**src/inc/l2_cache_ctl_pkg.sv**
```systemverilog
package l2_cache_ctl_pkg;

	// Port-facing addresses of the indirect window (byte addresses).
	localparam logic [7:0] PORT_INDEX = 8'h00;
	localparam logic [7:0] PORT_DATA  = 8'h04;

	// Register offsets inside the indirect space.
	localparam logic [7:0] OFS_FIX_A      = 8'h06;
	localparam logic [7:0] OFS_FIX_B      = 8'h07;
	localparam logic [7:0] OFS_STATE      = 8'h08;
	localparam logic [7:0] OFS_CORE       = 8'h0c;
	localparam logic [7:0] OFS_BURST      = 8'h0d;
	localparam logic [7:0] OFS_DEV_CTL    = 8'h10;
	localparam logic [7:0] OFS_DEV_HASH   = 8'h11;
	localparam logic [7:0] OFS_DEV_WAYS   = 8'h12;
	localparam logic [7:0] OFS_INT_CTL    = 8'h14;

	// Values after reset.
	localparam logic [31:0] RST_ZERO      = 32'h0000_0000;
	localparam logic [31:0] RST_CORE      = 32'h0010_4040;
	localparam logic [31:0] RST_BURST     = 32'h0001_0808;
	localparam logic [31:0] RST_CACHE_CTL = 32'h0000_0001;
	localparam logic [31:0] RST_HASH      = 32'h0000_0062;
	localparam logic [5:0]  RST_CREDIT    = 6'h04;

	// Writable bits of each register.
	localparam logic [31:0] WMASK_CORE      = 32'hfff7_ffff;
	localparam logic [31:0] WMASK_BURST     = 32'hff01_ffff;
	localparam logic [31:0] WMASK_CACHE_CTL = 32'h0000_231b;
	localparam logic [31:0] WMASK_HASH      = 32'h0000_01ff;

	// Field positions shared by both cache control registers.
	localparam int CC_REPL_LO   = 0;
	localparam int CC_OWNER     = 3;
	localparam int CC_PARITY    = 4;
	localparam int CC_METHOD_LO = 8;
	localparam int CC_FLUSH     = 10;
	localparam int CC_SKIP      = 13;
	localparam int CC_PRESENT   = 15;
	localparam int CC_WAYS_LO   = 16;
	localparam int CC_SIZE_LO   = 28;

	// Field positions of the core control register.
	localparam int CO_PAGE_LOOKUP = 0;
	localparam int CO_KEEP_INVAL  = 1;
	localparam int CO_KEEP_XLATE  = 2;
	localparam int CO_NO_REFETCH  = 3;
	localparam int CO_WCRED_LO    = 4;
	localparam int CO_UNTR_EXCL   = 10;
	localparam int CO_XL_EXCL     = 11;
	localparam int CO_CCRED_LO    = 12;
	localparam int CO_WALKER_WINS = 18;
	localparam int CO_BURST_LO    = 20;
	localparam int CO_PRIO_LO     = 24;

	// Field positions of the invalidation burst register and the hash register.
	localparam int BU_FLUSH_LO = 0;
	localparam int BU_REG_LO   = 8;
	localparam int BU_STALL    = 16;
	localparam int HA_FUNC_LO  = 0;
	localparam int HA_DEV_LO   = 2;
	localparam int HA_BUS_LO   = 5;

	// Invalidation methods.
	typedef enum logic [1:0] {
		INV_WHOLE        = 2'h0,
		INV_FAST         = 2'h1,
		INV_SEQ_PRECISE  = 2'h2,
		INV_SEQ_PARTIAL  = 2'h3
	} inval_method_t;

	// Per-cache settings handed to the cache datapath.
	typedef struct packed {
		inval_method_t inval_method;
		logic          flush_all;
		logic          skip;
		logic [1:0]    replace_method;
		logic          replace_update_owner;
		logic          parity_on;
	} cache_cfg_t;

	// Policy bits handed to the first level and the lookup path.
	typedef struct packed {
		logic xlate_req_page_lookup;
		logic first_level_keep_invalid_entries;
		logic first_level_keep_xlate_replies;
		logic untranslated_excl_return_page_entry;
		logic xlate_excl_return_page_entry;
	} l1_policy_t;

endpackage : l2_cache_ctl_pkg

```
**src/logic/iommu_l2_cache_control.sv**
```systemverilog
// Operation
// - Device-table cache invalidation method comes from control bits 9:8.
// - Interrupt-table cache has the same four methods at its own bits 9:8.
// - Writing one to bit 10 flushes every entry of that cache.
// - Bit 13 makes all requests skip that cache, per cache.
// - Way-control low bits disable ways; all ways set disables the cache.
// - Index built from function, device, bus counts; software keeps sum in range.
// - Bit 3 picks whether reads or writes update replacement state on collision.
// - Two-bit replacement method at bits 1:0, reset value one.
// - Bit 4 enables parity; read-only bit 15 reports parity support.
// - Read-only way count at 23:16 and size exponent at 31:28.
// - Core bit 0 makes translation requests look up the page-table cache.
// - Core bit 1 lets first level keep invalid device entries as fully permitted.
// - Core bit 2 lets first level keep translation replies.
// - Invalid-entry hit refetches unless core bit 3 is set.
// - Walker and combiner credits reset to four and reload on field change.
// - Bits 10 and 11 return page entry instead of device entry on exclusion hits.
// - Combiner arbitration round-robin, or walker always wins when bit 18 set.
// - Client burst length at 23:20, high-priority client mask at 31:24.
// - With bit 16 set, invalidation and regular requests alternate in runs set by 7:0 and 15:8.
// - Bit 16 stalls regular requests so invalidation runs make progress.
module iommu_l2_cache_control #(
	parameter logic        DEV_PARITY_PRESENT = 1'b1,
	parameter logic [7:0]  DEV_WAY_COUNT      = 8'h04,
	parameter logic [3:0]  DEV_SIZE_EXPONENT  = 4'h6,
	parameter logic        INT_PARITY_PRESENT = 1'b1,
	parameter logic [7:0]  INT_WAY_COUNT      = 8'h04,
	parameter logic [3:0]  INT_SIZE_EXPONENT  = 4'h6
) (
	input  wire logic                          clk,
	input  wire logic                          reset,
	input  wire logic [7:0]                    reg_addr,
	input  wire logic [31:0]                   reg_wdata,
	input  wire logic                          reg_wr,
	input  wire logic                          reg_rd,
	output logic [31:0]                        reg_rdata,
	input  wire logic [7:0]                    client_req,
	output logic [7:0]                         client_grant,
	input  wire logic                          inval_req,
	output logic                               inval_grant,
	input  wire logic [15:0]                   req_id,
	output logic [15:0]                        dev_cache_index,
	input  wire logic                          hit_marked_invalid,
	output logic                               refetch,
	input  wire logic                          walker_credit_take,
	input  wire logic                          walker_credit_back,
	output logic                               walker_credit_ok,
	input  wire logic                          combiner_credit_take,
	input  wire logic                          combiner_credit_back,
	output logic                               combiner_credit_ok,
	input  wire logic                          cache_rsp_valid,
	input  wire logic                          walker_rsp_valid,
	output logic                               cache_rsp_take,
	output logic                               walker_rsp_take,
	output l2_cache_ctl_pkg::cache_cfg_t       dev_cfg,
	output l2_cache_ctl_pkg::cache_cfg_t       int_cfg,
	output l2_cache_ctl_pkg::l1_policy_t       l1_policy,
	output logic [15:0]                        dev_cache_way_off,
	output logic                               dev_cache_off
);
	import l2_cache_ctl_pkg::*;
	typedef enum logic {PH_REGULAR, PH_FLUSH} seq_phase_t;
	logic [7:0]  index_ff, nxt_index;
	logic [31:0] fix_a_ff, nxt_fix_a, fix_b_ff, nxt_fix_b;
	logic [31:0] core_ff, nxt_core, burst_ff, nxt_burst;
	logic [31:0] dctl_ff, nxt_dctl, hash_ff, nxt_hash, ways_ff, nxt_ways, ictl_ff, nxt_ictl;
	logic        dflush_ff, nxt_dflush, iflush_ff, nxt_iflush;
	logic [31:0] rdata_ff, nxt_rdata;
	logic        data_wr;
	logic [31:0] state_word;

	// Writes to the data port land in whichever register the index selects, except the read-only state word.
	assign data_wr = reg_wr && (reg_addr == PORT_DATA);
	// Register file next values; flush bits are pulses and never stored.
	always_comb begin
		nxt_index  = index_ff;
		nxt_fix_a  = fix_a_ff;
		nxt_fix_b  = fix_b_ff;
		nxt_core   = core_ff;
		nxt_burst  = burst_ff;
		nxt_dctl   = dctl_ff;
		nxt_hash   = hash_ff;
		nxt_ways   = ways_ff;
		nxt_ictl   = ictl_ff;
		nxt_dflush = 1'b0;
		nxt_iflush = 1'b0;
		if (reg_wr && reg_addr == PORT_INDEX) begin
			nxt_index = reg_wdata[7:0];
		end else if (data_wr) begin
			if (index_ff == OFS_FIX_A) begin
				nxt_fix_a = reg_wdata;
			end else if (index_ff == OFS_FIX_B) begin
				nxt_fix_b = reg_wdata;
			end else if (index_ff == OFS_CORE) begin
				nxt_core = reg_wdata & WMASK_CORE;
			end else if (index_ff == OFS_BURST) begin
				nxt_burst = reg_wdata & WMASK_BURST;
			end else if (index_ff == OFS_DEV_CTL) begin
				nxt_dctl   = reg_wdata & WMASK_CACHE_CTL;
				nxt_dflush = reg_wdata[CC_FLUSH];
			end else if (index_ff == OFS_DEV_HASH) begin
				nxt_hash = reg_wdata & WMASK_HASH;
			end else if (index_ff == OFS_DEV_WAYS) begin
				nxt_ways = reg_wdata;
			end else if (index_ff == OFS_INT_CTL) begin
				nxt_ictl   = reg_wdata & WMASK_CACHE_CTL;
				nxt_iflush = reg_wdata[CC_FLUSH];
			end
		end
	end

	// Read data: the index port reads back, the data port shows the selected register.
	always_comb begin
		nxt_rdata = RST_ZERO;
		if (reg_rd && reg_addr == PORT_INDEX) begin
			nxt_rdata = {24'h00_0000, index_ff};
		end else if (reg_rd && reg_addr == PORT_DATA) begin
			if (index_ff == OFS_FIX_A) begin
				nxt_rdata = fix_a_ff;
			end else if (index_ff == OFS_FIX_B) begin
				nxt_rdata = fix_b_ff;
			end else if (index_ff == OFS_STATE) begin
				nxt_rdata = state_word;
			end else if (index_ff == OFS_CORE) begin
				nxt_rdata = core_ff;
			end else if (index_ff == OFS_BURST) begin
				nxt_rdata = burst_ff;
			end else if (index_ff == OFS_DEV_CTL) begin
				nxt_rdata = {DEV_SIZE_EXPONENT, 4'h0, DEV_WAY_COUNT, DEV_PARITY_PRESENT,
					dctl_ff[14:0]};
			end else if (index_ff == OFS_DEV_HASH) begin
				nxt_rdata = hash_ff;
			end else if (index_ff == OFS_DEV_WAYS) begin
				nxt_rdata = ways_ff;
			end else if (index_ff == OFS_INT_CTL) begin
				nxt_rdata = {INT_SIZE_EXPONENT, 4'h0, INT_WAY_COUNT, INT_PARITY_PRESENT,
					ictl_ff[14:0]};
			end
		end
	end

	always_ff @(posedge clk) begin
		if (reset) begin
			index_ff  <= 8'h00;
			fix_a_ff  <= RST_ZERO;
			fix_b_ff  <= RST_ZERO;
			core_ff   <= RST_CORE;
			burst_ff  <= RST_BURST;
			dctl_ff   <= RST_CACHE_CTL;
			hash_ff   <= RST_HASH;
			ways_ff   <= RST_ZERO;
			ictl_ff   <= RST_CACHE_CTL;
			dflush_ff <= 1'b0;
			iflush_ff <= 1'b0;
			rdata_ff  <= RST_ZERO;
		end else begin
			index_ff  <= nxt_index;
			fix_a_ff  <= nxt_fix_a;
			fix_b_ff  <= nxt_fix_b;
			core_ff   <= nxt_core;
			burst_ff  <= nxt_burst;
			dctl_ff   <= nxt_dctl;
			hash_ff   <= nxt_hash;
			ways_ff   <= nxt_ways;
			ictl_ff   <= nxt_ictl;
			dflush_ff <= nxt_dflush;
			iflush_ff <= nxt_iflush;
			rdata_ff  <= nxt_rdata;
		end
	end

	assign reg_rdata = rdata_ff;
	// Cache settings straight from the stored control words and the registered flush pulses.
	assign dev_cfg = '{inval_method: inval_method_t'(dctl_ff[CC_METHOD_LO +: 2]),
		flush_all: dflush_ff, skip: dctl_ff[CC_SKIP],
		replace_method: dctl_ff[CC_REPL_LO +: 2], replace_update_owner: dctl_ff[CC_OWNER],
		parity_on: dctl_ff[CC_PARITY]};
	assign int_cfg = '{inval_method: inval_method_t'(ictl_ff[CC_METHOD_LO +: 2]),
		flush_all: iflush_ff, skip: ictl_ff[CC_SKIP],
		replace_method: ictl_ff[CC_REPL_LO +: 2], replace_update_owner: ictl_ff[CC_OWNER],
		parity_on: ictl_ff[CC_PARITY]};
	assign l1_policy = '{xlate_req_page_lookup: core_ff[CO_PAGE_LOOKUP],
		first_level_keep_invalid_entries: core_ff[CO_KEEP_INVAL],
		first_level_keep_xlate_replies: core_ff[CO_KEEP_XLATE],
		untranslated_excl_return_page_entry: core_ff[CO_UNTR_EXCL],
		xlate_excl_return_page_entry: core_ff[CO_XL_EXCL]};

	// A way count of zero never turns the cache off; over sixteen, all sixteen mask bits must be set to turn it off.
	logic [15:0] all_ways_mask;
	assign all_ways_mask     = (DEV_WAY_COUNT == 8'h00 || DEV_WAY_COUNT > 8'h10) ? 16'hffff
		: 16'((17'h1_0000 >> (8'h10 - DEV_WAY_COUNT)) - 17'h1);
	assign dev_cache_way_off = ways_ff[15:0];
	assign dev_cache_off     = DEV_WAY_COUNT != 8'h00 &&
		((ways_ff[15:0] & all_ways_mask) == all_ways_mask);

	// Index hash; with an oversized sum of counts the bus bits shifted above bit 15 are dropped.
	logic [15:0] dev_index_ff, nxt_dev_index;
	logic        refetch_ff, nxt_refetch;
	always_comb begin
		logic [3:0]  fcnt, dcnt, bcnt;
		logic [15:0] fpart, dpart, bpart;
		fcnt  = {2'h0, hash_ff[HA_FUNC_LO +: 2]};
		dcnt  = {1'b0, hash_ff[HA_DEV_LO +: 3]};
		bcnt  = hash_ff[HA_BUS_LO +: 4];
		fpart = {13'h0000, req_id[2:0]} & ((16'h0001 << fcnt) - 16'h0001);
		dpart = {11'h000, req_id[7:3]} & ((16'h0001 << dcnt) - 16'h0001);
		bpart = {8'h00, req_id[15:8]} & ((16'h0001 << bcnt) - 16'h0001);
		nxt_dev_index = fpart | (dpart << fcnt) | (bpart << (fcnt + dcnt));
		nxt_refetch   = hit_marked_invalid && !core_ff[CO_NO_REFETCH];
	end

	always_ff @(posedge clk) begin
		if (reset) begin
			dev_index_ff <= 16'h0000;
			refetch_ff   <= 1'b0;
		end else begin
			dev_index_ff <= nxt_dev_index;
			refetch_ff   <= nxt_refetch;
		end
	end

	assign dev_cache_index = dev_index_ff;
	assign refetch         = refetch_ff;
	// Credit counters reload whenever their field differs from last cycle's copy.
	logic [5:0] wcred_ff, nxt_wcred, ccred_ff, nxt_ccred, wshadow_ff, cshadow_ff;
	always_comb begin
		nxt_wcred = wcred_ff + 6'(walker_credit_back) - 6'(walker_credit_take && wcred_ff != 6'h00);
		nxt_ccred = ccred_ff + 6'(combiner_credit_back)
			- 6'(combiner_credit_take && ccred_ff != 6'h00);
		if (core_ff[CO_WCRED_LO +: 6] != wshadow_ff) begin
			nxt_wcred = core_ff[CO_WCRED_LO +: 6];
		end
		if (core_ff[CO_CCRED_LO +: 6] != cshadow_ff) begin
			nxt_ccred = core_ff[CO_CCRED_LO +: 6];
		end
	end

	always_ff @(posedge clk) begin
		if (reset) begin
			wcred_ff   <= RST_CREDIT;
			ccred_ff   <= RST_CREDIT;
			wshadow_ff <= RST_CREDIT;
			cshadow_ff <= RST_CREDIT;
		end else begin
			wcred_ff   <= nxt_wcred;
			ccred_ff   <= nxt_ccred;
			wshadow_ff <= core_ff[CO_WCRED_LO +: 6];
			cshadow_ff <= core_ff[CO_CCRED_LO +: 6];
		end
	end

	assign walker_credit_ok   = wcred_ff != 6'h00;
	assign combiner_credit_ok = ccred_ff != 6'h00;
	// Fault combiner: on a contested cycle the source not granted most recently goes first, unless the walker-wins bit is set.
	logic last_walker_ff, nxt_last_walker;
	always_comb begin
		walker_rsp_take = walker_rsp_valid && (!cache_rsp_valid || core_ff[CO_WALKER_WINS]
			|| !last_walker_ff);
		cache_rsp_take  = cache_rsp_valid && !walker_rsp_take;
		nxt_last_walker = last_walker_ff;
		if (walker_rsp_take || cache_rsp_take) begin
			nxt_last_walker = walker_rsp_take;
		end
	end

	always_ff @(posedge clk) begin
		if (reset) begin
			last_walker_ff <= 1'b0;
		end else begin
			last_walker_ff <= nxt_last_walker;
		end
	end

	// Client arbiter with burst runs, interleaved with sequential invalidation runs.
	seq_phase_t phase_ff, nxt_phase;
	logic [2:0] owner_ff, nxt_owner;
	logic [3:0] burst_cnt_ff, nxt_burst_cnt;
	logic [7:0] run_cnt_ff, nxt_run_cnt;
	logic       regular_ok;
	always_comb begin
		logic [3:0] blen;
		logic [7:0] flen, rlen, hp, pool;
		logic [2:0] cand;
		logic       found;
		blen = (core_ff[CO_BURST_LO +: 4] == 4'h0) ? 4'h1 : core_ff[CO_BURST_LO +: 4];
		flen = (burst_ff[BU_FLUSH_LO +: 8] == 8'h00) ? 8'h01 : burst_ff[BU_FLUSH_LO +: 8];
		rlen = (burst_ff[BU_REG_LO +: 8] == 8'h00) ? 8'h01 : burst_ff[BU_REG_LO +: 8];
		hp   = client_req & core_ff[CO_PRIO_LO +: 8];
		pool = (hp != 8'h00) ? hp : client_req;
		nxt_phase     = phase_ff;
		nxt_run_cnt   = run_cnt_ff;
		nxt_owner     = owner_ff;
		nxt_burst_cnt = burst_cnt_ff;
		client_grant  = 8'h00;
		inval_grant   = 1'b0;
		found         = 1'b0;
		cand          = owner_ff;
		// Without stalling, invalidation only gets the caches when no client asks.
		if (burst_ff[BU_STALL]) begin
			regular_ok  = !(inval_req && (phase_ff == PH_FLUSH || client_req == 8'h00));
			inval_grant = inval_req && !regular_ok;
		end else begin
			regular_ok  = 1'b1;
			inval_grant = inval_req && client_req == 8'h00;
		end
		if (regular_ok) begin
			if (client_req[owner_ff] && burst_cnt_ff + 4'h1 < blen
				&& (hp == 8'h00 || hp[owner_ff])) begin
				found = 1'b1;
			end else begin
				for (int i = 1; i <= 8; i++) begin
					if (!found && pool[3'(owner_ff + 3'(i))]) begin
						found = 1'b1;
						cand  = 3'(owner_ff + 3'(i));
					end
				end
			end
		end
		if (found) begin
			client_grant[cand] = 1'b1;
			nxt_burst_cnt      = (cand == owner_ff) ? burst_cnt_ff + 4'h1 : 4'h0;
			nxt_owner          = cand;
		end
		// Phase bookkeeping counts grants inside each run.
		case (phase_ff)
			PH_FLUSH: begin
				if (!inval_req) begin
					nxt_phase   = PH_REGULAR;
					nxt_run_cnt = 8'h00;
				end else if (inval_grant && run_cnt_ff + 8'h01 >= flen && client_req != 8'h00) begin
					nxt_phase   = PH_REGULAR;
					nxt_run_cnt = 8'h00;
				end else if (inval_grant) begin
					nxt_run_cnt = run_cnt_ff + 8'h01;
				end
			end
			default: begin
				if (burst_ff[BU_STALL] && inval_req
					&& (client_req == 8'h00 || (found && run_cnt_ff + 8'h01 >= rlen))) begin
					nxt_phase   = PH_FLUSH;
					nxt_run_cnt = (client_req == 8'h00) ? 8'h01 : 8'h00;
				end else if (found) begin
					nxt_run_cnt = (run_cnt_ff == 8'hff) ? run_cnt_ff : run_cnt_ff + 8'h01;
				end
			end
		endcase
	end

	always_ff @(posedge clk) begin
		if (reset) begin
			phase_ff     <= PH_REGULAR;
			owner_ff     <= 3'h7;
			burst_cnt_ff <= 4'h0;
			run_cnt_ff   <= 8'h00;
		end else begin
			phase_ff     <= nxt_phase;
			owner_ff     <= nxt_owner;
			burst_cnt_ff <= nxt_burst_cnt;
			run_cnt_ff   <= nxt_run_cnt;
		end
	end

	assign state_word = {8'h00, run_cnt_ff, 3'h0, phase_ff == PH_FLUSH, burst_cnt_ff,
		1'b0, owner_ff, wcred_ff[3:0]};
	AST_FLUSH_PULSE: assert property (@(posedge clk) disable iff (reset)
		data_wr && index_ff == OFS_DEV_CTL && reg_wdata[CC_FLUSH] |=> dev_cfg.flush_all ##1
		(!dev_cfg.flush_all || $past(data_wr && index_ff == OFS_DEV_CTL && reg_wdata[CC_FLUSH])))
		else $error("device cache flush pulse wrong");
	AST_SKIP_FOLLOWS: assert property (@(posedge clk) disable iff (reset)
		data_wr && index_ff == OFS_INT_CTL |=> int_cfg.skip == $past(reg_wdata[CC_SKIP]))
		else $error("interrupt cache skip not taken from write");
	AST_REFETCH: assert property (@(posedge clk) disable iff (reset)
		hit_marked_invalid && !core_ff[CO_NO_REFETCH] |=> refetch)
		else $error("invalid hit did not refetch");
	AST_WALKER_WINS: assert property (@(posedge clk) disable iff (reset)
		core_ff[CO_WALKER_WINS] && walker_rsp_valid |-> walker_rsp_take && !cache_rsp_take)
		else $error("walker lost with fixed priority");
	AST_ROUND_ROBIN: assert property (@(posedge clk) disable iff (reset)
		!core_ff[CO_WALKER_WINS] && walker_rsp_take && cache_rsp_valid ##1
		!core_ff[CO_WALKER_WINS] && walker_rsp_valid && cache_rsp_valid |-> cache_rsp_take)
		else $error("round robin did not alternate");
	AST_CREDIT_RELOAD: assert property (@(posedge clk) disable iff (reset)
		data_wr && index_ff == OFS_CORE && reg_wdata[CO_WCRED_LO +: 6] != core_ff[CO_WCRED_LO +: 6]
		|-> ##2 wcred_ff == $past(reg_wdata[CO_WCRED_LO +: 6], 2))
		else $error("walker credits not reloaded");
	AST_STALL_REGULAR: assert property (@(posedge clk) disable iff (reset)
		burst_ff[BU_STALL] && phase_ff == PH_FLUSH && inval_req |-> client_grant == 8'h00 && inval_grant)
		else $error("regular request passed during invalidation run");
	AST_ONE_GRANT: assert property (@(posedge clk) disable iff (reset)
		$onehot0(client_grant) && (client_grant == 8'h00 || (client_grant & client_req) != 8'h00)
		&& !(inval_grant && client_grant != 8'h00))
		else $error("client grant malformed");
	AST_READ_ONLY: assert property (@(posedge clk) disable iff (reset)
		reg_rd && reg_addr == PORT_DATA && index_ff == OFS_DEV_CTL
		|=> reg_rdata[23:16] == DEV_WAY_COUNT && reg_rdata[31:28] == DEV_SIZE_EXPONENT)
		else $error("device cache size fields wrong");

endmodule : iommu_l2_cache_control

```
**config.mk**
```make
export PLATFORM = sky130hd
export DESIGN_NAME = iommu_l2_cache_control
export DESIGN_NICKNAME = d
export VERILOG_FILES = /design/src/inc/l2_cache_ctl_pkg.sv /design/src/logic/iommu_l2_cache_control.sv
export SDC_FILE = /design/constraint.sdc
export NUM_CORES = 1
export LEC_CHECK = 0
export BUFFER_PORTS_ARGS = -buffer_cell sky130_fd_sc_hd__buf_2
export CAP_MARGIN = 20
export CORE_MARGIN = 2
export CORE_UTILIZATION = 59
export DETAILED_ROUTE_END_ITERATION = 10
export PLACE_DENSITY = 0.81
export SYNTH_ARGS = -nofsm -noshare
export SYNTH_HDL_FRONTEND = slang
export SYNTH_SLANG_ARGS = --single-unit
```
**constraint.sdc**
```tcl
create_clock -name clk -period 4.1 [get_ports clk]
set_input_delay 0.205 -clock clk [delete_from_list [all_inputs] [get_ports clk]]
set_output_delay 0.205 -clock clk [all_outputs]
set_load 0.05 [all_outputs]
```
======== Yosys cells after proc, flatten, opt, wreduce, memory -nomap -nowiden ========
Index checks and enable logic that the tools add are counted.
storage, ports and cells
  register bits ........................... 275
  latch bits .............................. 0
  memory bits (writable) .................. 0
  ROM bits ................................ 0
  output and inout port bits .............. 100
  logic and storage cells ................. 250
  memories kept ........................... 0
cells by class
  add/subtract/negate cells ............... 17
  $mul .................................... 0
  divide/modulo/power cells ............... 0
  magnitude comparators ................... 13
  equality and inequality tests ........... 17
  shifts and indexed selects .............. 5
  mux-type cells .......................... 89
  bitwise gates (word level) .............. 17
  reduce and logical (&&, ||, !) cells .... 68
operators by type and width
  cell                     number
  $mux W32                 8
  $mux W8                  13
  $sub A16 B1 Y16 const B  3
  $mux W1                  42
  $logic_not A8 Y1         5
  $lt A3 B4 Y1 const B     9
  $eq A8 B5 Y1 const B     4
  $or A16 B16 Y16          2
  $mux W31                 1
  $bmux W1 S3              10
  $mux W3                  10
  $logic_and A1 B1 Y1      27
  $eq A8 B3 Y1 const B     3
  $eq A8 B4 Y1 const B     3
  $and A3 B16 Y16          1
  $and A5 B16 Y16          1
  $and A8 B16 Y16          1
  $ge A8 B8 Y1             2
  $reduce_bool A8 Y1       2
  $shl A1 B2 Y16 const A   1
  $shl A1 B3 Y16 const A   1
  $shl A1 B4 Y16 const A   1
  $shl A16 B2 Y16          1
  $shl A16 B4 Y16          1
  37 further kinds         74

======== Depth between registers and ports, before layout ========
Gate-level depths: netlist of the first run.
  depth after elaboration ................. 48
  depth in mapped cells ................... 16

======== Worst setup path before layout of the first run ========
No wires, ideal clock.
  path type ............................... reg2out
  start ................................... register owner_ff[0]
  end ..................................... output port client_grant[2]
  arrival time ............................ 3.982 ns
  required time ........................... 3.895 ns
  setup slack ............................. -0.087 ns
  cell stages (with the launch flop) ...... 14
  path buffers ............................ 2
  cells stage by stage .................... dfxtp_1 inv_1 buf_1 ha_1 inv_1 clkbuf_1 a21boi_0 mux2i_1 o21ai_0 o31ai_1 o2bb2ai_1 a221o_2 o21ai_1 nor3b_1
on the way
  longest elaborated chain between the ends .. 46
RTL lines
  item                                                                line                                                          text
  from (decl)                                                         iommu_l2_cache_control.sv:276                                 logic [2:0] owner_ff, nxt_owner;
  from (signal assigned)                                              iommu_l2_cache_control.sv:357                                 owner_ff <= nxt_owner;
  $add A3 B1 Y3                                                       iommu_l2_cache_control.sv:312, iommu_l2_cache_control.sv:314
  $bmux W1 S3                                                         iommu_l2_cache_control.sv:312                                 if (!found && pool[3'(owner_ff + 3'(i))]) begin
  $mux W1 (implied by the code)                                       iommu_l2_cache_control.sv:312
  $mux W1                                                             iommu_l2_cache_control.sv:312
  $mux W1                                                             iommu_l2_cache_control.sv:307                                 if (client_req[owner_ff] && burst_cnt_ff + 4'h1 < blen
  $mux W1                                                             iommu_l2_cache_control.sv:306                                 if (regular_ok) begin
  $logic_not A1 Y1                                                    iommu_l2_cache_control.sv:312
  $logic_and A1 B1 Y1                                                 iommu_l2_cache_control.sv:312
  [... 30 more ...]                                                   -
  $mux W3                                                             iommu_l2_cache_control.sv:312
  $mux W3                                                             iommu_l2_cache_control.sv:307
  $mux W3                                                             iommu_l2_cache_control.sv:306
  $lt A3 B4 Y1 (implied by the code) or $ge A3 B1 Y1 (tied branches)  iommu_l2_cache_control.sv:320                                 client_grant[cand] = 1'b1;
  $logic_and A1 B1 Y1 (implied by the code)                           iommu_l2_cache_control.sv:320
  $mux W1 (implied by the code)                                       iommu_l2_cache_control.sv:320
  $demux W1 S3                                                        iommu_l2_cache_control.sv:320
  $mux W8 *                                                           iommu_l2_cache_control.sv:319                                 if (found) begin
  to (decl)                                                           iommu_l2_cache_control.sv:38                                  output logic [7:0] client_grant,
Mark *: on every way between the ends. The rest lies on a longest branch, timed or not. The select of a mux whose other input is x is not followed.

======== Worst setup path in the final report of the first run ========
  start ................................... register core_ff[27]
  end ..................................... output port client_grant[2]
on the way
  longest elaborated chain between the ends .. 48
RTL lines
  item                                                                line                           text
  from (decl)                                                         iommu_l2_cache_control.sv:65   logic [31:0] core_ff, nxt_core, burst_ff, nxt_burst;
  from (signal assigned)                                              iommu_l2_cache_control.sv:160  core_ff <= nxt_core;
  $and A8 B8 Y8 *                                                     iommu_l2_cache_control.sv:288  hp = client_req & core_ff[CO_PRIO_LO +: 8];
  $reduce_bool A8 Y1                                                  iommu_l2_cache_control.sv:289  pool = (hp != 8'h00) ? hp : client_req;
  $mux W8                                                             iommu_l2_cache_control.sv:289
  $bmux W1 S3                                                         iommu_l2_cache_control.sv:312
  $mux W1 (implied by the code)                                       iommu_l2_cache_control.sv:312
  $mux W1                                                             iommu_l2_cache_control.sv:312
  $mux W1                                                             iommu_l2_cache_control.sv:307
  $mux W1                                                             iommu_l2_cache_control.sv:306
  [... 32 more ...]                                                   -
  $mux W3                                                             iommu_l2_cache_control.sv:312
  $mux W3                                                             iommu_l2_cache_control.sv:307
  $mux W3                                                             iommu_l2_cache_control.sv:306
  $lt A3 B4 Y1 (implied by the code) or $ge A3 B1 Y1 (tied branches)  iommu_l2_cache_control.sv:320
  $logic_and A1 B1 Y1 (implied by the code)                           iommu_l2_cache_control.sv:320
  $mux W1 (implied by the code)                                       iommu_l2_cache_control.sv:320
  $demux W1 S3                                                        iommu_l2_cache_control.sv:320
  $mux W8 *                                                           iommu_l2_cache_control.sv:319
Marked as above.

==> results.ini, run 1 <==
[critical_path]
crit_family = compound AO/OA/AOI/OAI gates
arrival_ns = 3.96
cpMaxStageDelayCell = mux4_2
cp_common_cell = buf_6
worstPathMaxFanout = 6
worstSetupStartpointType = flop
r2r_slack_ns = 0.34
cp-end-kind = output pin
crit_chain = a222oi_1 > buf_4 > and4_4 > a21oi_4 > buf_6 > o22a_1 > mux4_2 > nand2b_4 > or4_4 > o21ai_2 > a221o_2 > o21ai_4 > nor3b_4 > buf_6
path_class = reg -> out
cpPeakStageDelay_ns = 0.53
crit_buf_inv = 3
cp.required_ns = 3.89

[floorplan]
die_x_um = 159
initial_core_util = 0.604
ioPinCount = 176
dieHeight_um = 159
num_rows = 56
dieArea_um2 = 25400
core_um2 = 23600

[placement]
gp_congestion = 0.944
dp_cells = 2213
place_area_um2 = 15300
io_buffers = 175
dp_hpwl_um = 31100

[synth]
synth_area_um2 = 14300
ys_ff_latch = 275
synth_warnings = 0
syn_inst = 1813
synth_cell_type_count = 80
synth_edf_count = 0
synthArstFlopShare = 0
avgSynthCellArea_um2 = 7.87
synthFlopType = dfxtp_1
synth.area.top_cells = dfxtp_1, nand2_1, a21oi_1, mux2i_1, nor2_1
synthesis.nets = 1934
seq_area_frac_synth = 0.386
synth_top_area_share = 0.386
yosysTopAreaCell = dfxtp_1

[global_route]
antenna_found_initial = 0
grt_max_degree = 224
track_usage = 0.350
grt_overflow = 0
grt_pass1_vias = 13592
grt_pass1_wl_um = 72700

[clock_tree]
root_buffer = clkbuf_16
clock_sinks = 275
numCtsBuffers = 29
clock_path_buffers = 3
htreeDepth = 1
clock_latency_ns = 0.56
cts_tree = built
clkTransAtPathRegs_ns = 0.07

[routing]
drcViolationCount = 0
firstDrtPassIters = 6
ant_nets = 0
viasPerCell = 6.26
drt-wirelength-per-cell_um = 20.2
drtIter0Drc = 1950
num_vias = 14538
totalWireLength_um = 46900

[cells_and_area]
area_growth_pct = 21.0
antenna_cells = 0
multi_input_area_um2 = 8210
nFillCells = 1794
layout_common_cells = nand2_1, dfxtp_1, a21oi_1
drive_above_1_share = 0.196
fin_nets = 2101
seq_area_um2 = 5520
final_cells = 2321
final_common_cell = nand2_1
final_area_um2 = 17300

[run_status]
violations = negative setup slack
outcome = finished with violations

[timing]
setup_ws_ns = -0.0650
timing.slew.headroom = 0.298
setup_viol = 8
period_needed_ns = 4.17
worstMarginPinSlew_ns = 1.04
finalHoldViolCount = 0
rsz0062_at_grt = true
fin_worst_skew_ns = 0.0142
max_freq_mhz = 240
period_share = 1.02
slew_violations = 0

[pwr]
leakagePower_nw = 6.96
p_per_area_nw_per_um2 = 555
ir_worst_vdd_mv = 1.15

[run]
maxCapViolations = 0

[min_path]
min-delay-path-class = in -> reg

[area by class of cell]
cell class / instances / area share
Multi-Input combinational cell: 1339 / 0.476
Sequential cell: 275 / 0.320
Timing Repair Buffer: 278 / 0.108
Clock buffer: 37 / 0.0473
Tap cell: 319 / 0.0231
Clock inverter: 16 / 0.0137
Inverter: 57 / 0.0124
[timing repair]
item | 4_1_cts | 5_1_grt
gates resized for setup | 53 | 27
setup endpoints to repair | 8 | 8
hold buffers | 35 | 0
buffers inserted | 15 | 4
pin swaps | 23 | 12
cloned | 1 | 0
hold endpoints to repair | 139 | 0
[worst register-to-register path, cell delays in order, from the launching register on]
cell      delay (ns)
dfxtp_1         0.36
nor4_1          0.41
a41o_1          0.25
ha_1            0.24
nand2b_1        0.15
a21o_1          0.17
a21o_1          0.19
a21o_1          0.18
a21o_1          0.18
a21o_1          0.19
a21o_1          0.20
a211oi_1        0.24
o211a_1         0.51
a21oi_1         0.11
a221oi_1        0.30
[metal layers]
layer  routed length [µm]  vias to the layer above  global-route usage
li1                     -                     6611                   -
met1                18500                     6861               0.468
met2                21100                      880               0.554
met3                 5230                      186              0.0649
met4                 2010                        0               0.152
met5                    0                        -                   0
[report_power, final]
part           internal, mW  total, mW  switching, mW
sequential             2.74       2.80         0.0572
clock                  1.73       2.86           1.14
combinational          1.65       3.91           2.25
total                  6.12       9.57           3.45
[synthesized netlist by cell type (19+ instances only)]
| master | number |
|---|---|
| a21oi_1 | 193 |
| buf_4 | 23 |
| clkbuf_1 | 107 |
| dfxtp_1 | 275 |
| ha_1 | 42 |
| inv_1 | 55 |
| mux2i_1 | 60 |
| nand2_1 | 415 |
| nand3_1 | 27 |
| nor2_1 | 141 |
| o21ai_0 | 82 |
| xnor2_1 | 19 |
[cell families after synthesis]
group	after synthesis	synth area share
AND/OR/NAND/NOR	712	0.217
flip-flops	275	0.386
AO/OA/AOI/OAI	459	0.202
XOR/XNOR	33	0.0203
adder cells (fa/ha/maj)	45	0.0411
multiplexers	89	0.0739
buffers and inverters	200	0.0600
[sequential cells by signal, indices dropped and copies added, names as in the netlist, 8 cells and up]
signal / flops
fix_b_ff: 32
hash_ff: 9
index_ff: 8
burst_ff: 25
core_ff: 31
reg_rdata: 32
dev_cache_index: 16
fix_a_ff: 32
ways_ff: 32
run_cnt_ff: 8
[path summary, 6_finish.rpt]
check / start / end / depth (start not counted)
min: reg_wdata[3] / ways_ff[3] / 3
min reg2reg: burst_ff[29] / burst_ff[29] / 2
max reg2reg: burst_ff[13] / run_cnt_ff[0] / 14
max: core_ff[27] / client_grant[2] / 14
[stage by stage]
step / power [mW] / hold WS [ns] / util / TNS, ns / setup WS (ns)
global placement: 5.79 / 0.438 / 0.650 / 0 / 0.0760
global route: 9.95 / 0.0268 / 0.731 / -1.38 / -0.194
CTS: 9.17 / 0.000790 / 0.724 / -0.0448 / -0.0127
floorplan: 5.08 / 0.323 / - / 0 / 0.217
detailed placement: 5.84 / 0.443 / 0.650 / -0.0584 / -0.0220
finish: 9.57 / 0.0281 / 0.731 / -0.354 / -0.0650
(Power assumes the default switching activity.)
==> run 2, diff against run 1 <==
--- a/config.mk
+++ b/config.mk
@@ -8,9 +8,9 @@
 export BUFFER_PORTS_ARGS = -buffer_cell sky130_fd_sc_hd__buf_2
 export CAP_MARGIN = 20
 export CORE_MARGIN = 2
-export CORE_UTILIZATION = 59
+export CORE_UTILIZATION = 45
 export DETAILED_ROUTE_END_ITERATION = 10
-export PLACE_DENSITY = 0.81
+export MAX_ROUTING_LAYER = met4
 export SYNTH_ARGS = -nofsm -noshare
 export SYNTH_HDL_FRONTEND = slang
 export SYNTH_SLANG_ARGS = --single-unit
==> run 2 against run 1 <==
The flow still finishes with violations (negative setup slack); non-clock buffer count is 12 higher; final cell count is 4.2% higher; via count is 4.4% lower; core utilization is 18 points lower; hold slack worse by 0.018 ns; register-to-register slack better by 0.11 ns; largest cell class unchanged; highest routed layer unchanged.
==> results.ini, run 2 (same netlist as run 1, synthesis figures left out) <==
[floorplan]
initial_core_util = 0.454
die_x_um = 182
dieArea_um2 = 33100
num_rows = 65
ioPinCount = 176
core_um2 = 31400
dieHeight_um = 182

[global_route]
grt_max_degree = 108
grt_pass1_vias = 13051
antenna_found_initial = 1
grt_overflow = 0
grt_pass1_wl_um = 74600
track_usage = 0.293

[pwr]
p_comb_frac = 0.403
ir_worst_vdd_mv = 0.745
p_per_area_nw_per_um2 = 551
p_switching_mw = 3.42
p_int_mw = 6.14
finalPower_mw = 9.56
power_frac_seq = 0.294
leakagePower_nw = 6.97
power.share.switching = 0.357
p_clk_frac = 0.303

[clock_tree]
cts_tree = built
htreeDepth = 1
clock_sinks = 275
clock_latency_ns = 0.59
numCtsBuffers = 29
root_buffer = clkbuf_16
clkTransAtPathRegs_ns = 0.06
clock_path_buffers = 3

[timing]
period_needed_ns = 4.16
rsz0062_at_grt = true
setup_viol = 5
worstMarginPinSlew_ns = 1.15
max_freq_mhz = 240
hold_ws_ns = 0.0104
fin_worst_skew_ns = 0.0409
setup_ws_ns = -0.0604
period_share = 1.01
finalHoldViolCount = 0
slew_violations = 0
timing.slew.headroom = 0.233

[cells_and_area]
final_common_cell = nand2_1
final_cells = 2418
fin_nets = 2113
nFillCells = 3034
fin_util = 0.553
layout_common_cells = nand2_1, dfxtp_1, a21oi_1
drive_above_1_share = 0.197
final_area_um2 = 17400
area_growth_pct = 21.7

[routing]
drcViolationCount = 0
num_vias = 13905
drt-wirelength-per-cell_um = 19.9
viasPerCell = 5.75
totalWireLength_um = 48200
drtIter0Drc = 1220
ant_nets = 0
firstDrtPassIters = 6

[critical_path]
r2r-start = core_ff[27]
arrival_ns = 3.96
worstSetupStartpointType = flop
cp-end-kind = output pin
r2r_cells = 14
reg2reg_to = burst_cnt_ff[2]
r2r_slack_ns = 0.45
worstPathMaxFanout = 6
path_class = reg -> out
cp.required_ns = 3.89

[placement]
gp_congestion = 0.897
place_area_um2 = 15400
dp_cells = 2300
dp_hpwl_um = 33100
io_buffers = 175

[min_path]
min-delay-path-class = in -> reg
hold_path_end = ccred_ff[0]
hold-path-cell-count = 4
hp-start = combiner_credit_back

[run]
maxCapViolations = 0

[run_status]
outcome = finished with violations
violations = negative setup slack

==> run 2: changes by cell type in the layout (fill, tap and decap cells not counted), moves of 2 or more <==
cell / change
or2_1: +2
nand2b_1: +2
buf_4: +16
clkbuf_8: -4
buf_12: -3
clkinvlp_4: +2
buf_6: -3
a21oi_4: +2
clkbuf_1: +3
a21oi_2: -2
==> run 2: power groups by stage <==
stage	Clock, mW	Combinational, mW	Sequential, mW
after CTS	2.92	3.61	2.81
after global placement	0	3.02	2.86
after global routing	3.04	4.14	2.82
after detailed placement	0	3.02	2.87
after floorplan	0	2.23	2.85
final	2.90	3.86	2.81
==> run 2: timing repair <==
action                                 in CTS  in global routing
pin swaps                                  19                 16
resized for setup                          52                 18
endpoints found under the hold margin     150                  0
setup endpoints to repair                   8                  8
gates cloned                                1                  0
hold buffers                               36                  0
setup buffers                              16                  9
==> run 2: worst max-delay path by stage <==
stage / slack (ns) / cells after the start / end / startpoint
after floorplan: 0.22 / 12 / client_grant[0] / owner_ff[0]
after global placement: 0.08 / 13 / client_grant[0] / core_ff[31]
after detailed placement: 0.07 / 13 / client_grant[1] / core_ff[31]
after CTS: -0.04 / 13 / client_grant[3] / core_ff[27]
after global routing: -0.22 / 14 / client_grant[4] / core_ff[27]
final: -0.06 / 14 / client_grant[4] / core_ff[27]
==> run 2: metal layers <==
layer	wire length (µm)	GRT usage	vias to the layer above
met5	0	-	-
met4	1010	0.0732	0
met3	3720	0.0497	87
met2	21600	0.455	549
met1	21800	0.399	6623
li1	-	-	6646
==> run 2: per-stage QoR <==
| stage | TNS [ns] | worst slack, ns |
|---|---|---|
| floorplan | 0 | 0.217 |
| global placement | 0 | 0.0833 |
| detailed placement | 0 | 0.0693 |
| CTS | -0.141 | -0.0390 |
| global route | -1.45 | -0.218 |
| finish | -0.181 | -0.0604 |
==> run 2: final cells by class <==
| class | instances | area, µm² | area share |
|---|---|---|---|
| well taps | 402 | 503 | 0.0290 |
| inverters | 57 | 214 | 0.0123 |
| clock buffers | 36 | 772 | 0.0445 |
| flip-flops and latches | 275 | 5510 | 0.318 |
| repair buffers | 290 | 1890 | 0.109 |
| diodes | 1 | 2.50 | 0.000144 |
| multi-input cells | 1339 | 8180 | 0.471 |
| clock inverters | 18 | 277 | 0.0159 |
==> run 2: worst max-delay path: stages (launching register included) <==
cell	delay, ns
dfxtp_2	0.32
a222oi_1	0.33
buf_4	0.19
and4_4	0.33
a21oi_4	0.13
nand2b_1	0.17
mux4_2	0.54
a21oi_4	0.18
o22ai_1	0.11
a221oi_2	0.27
o31ai_2	0.13
o21ai_2	0.23
nand2b_1	0.15
nor2_2	0.14
buf_6	0.17
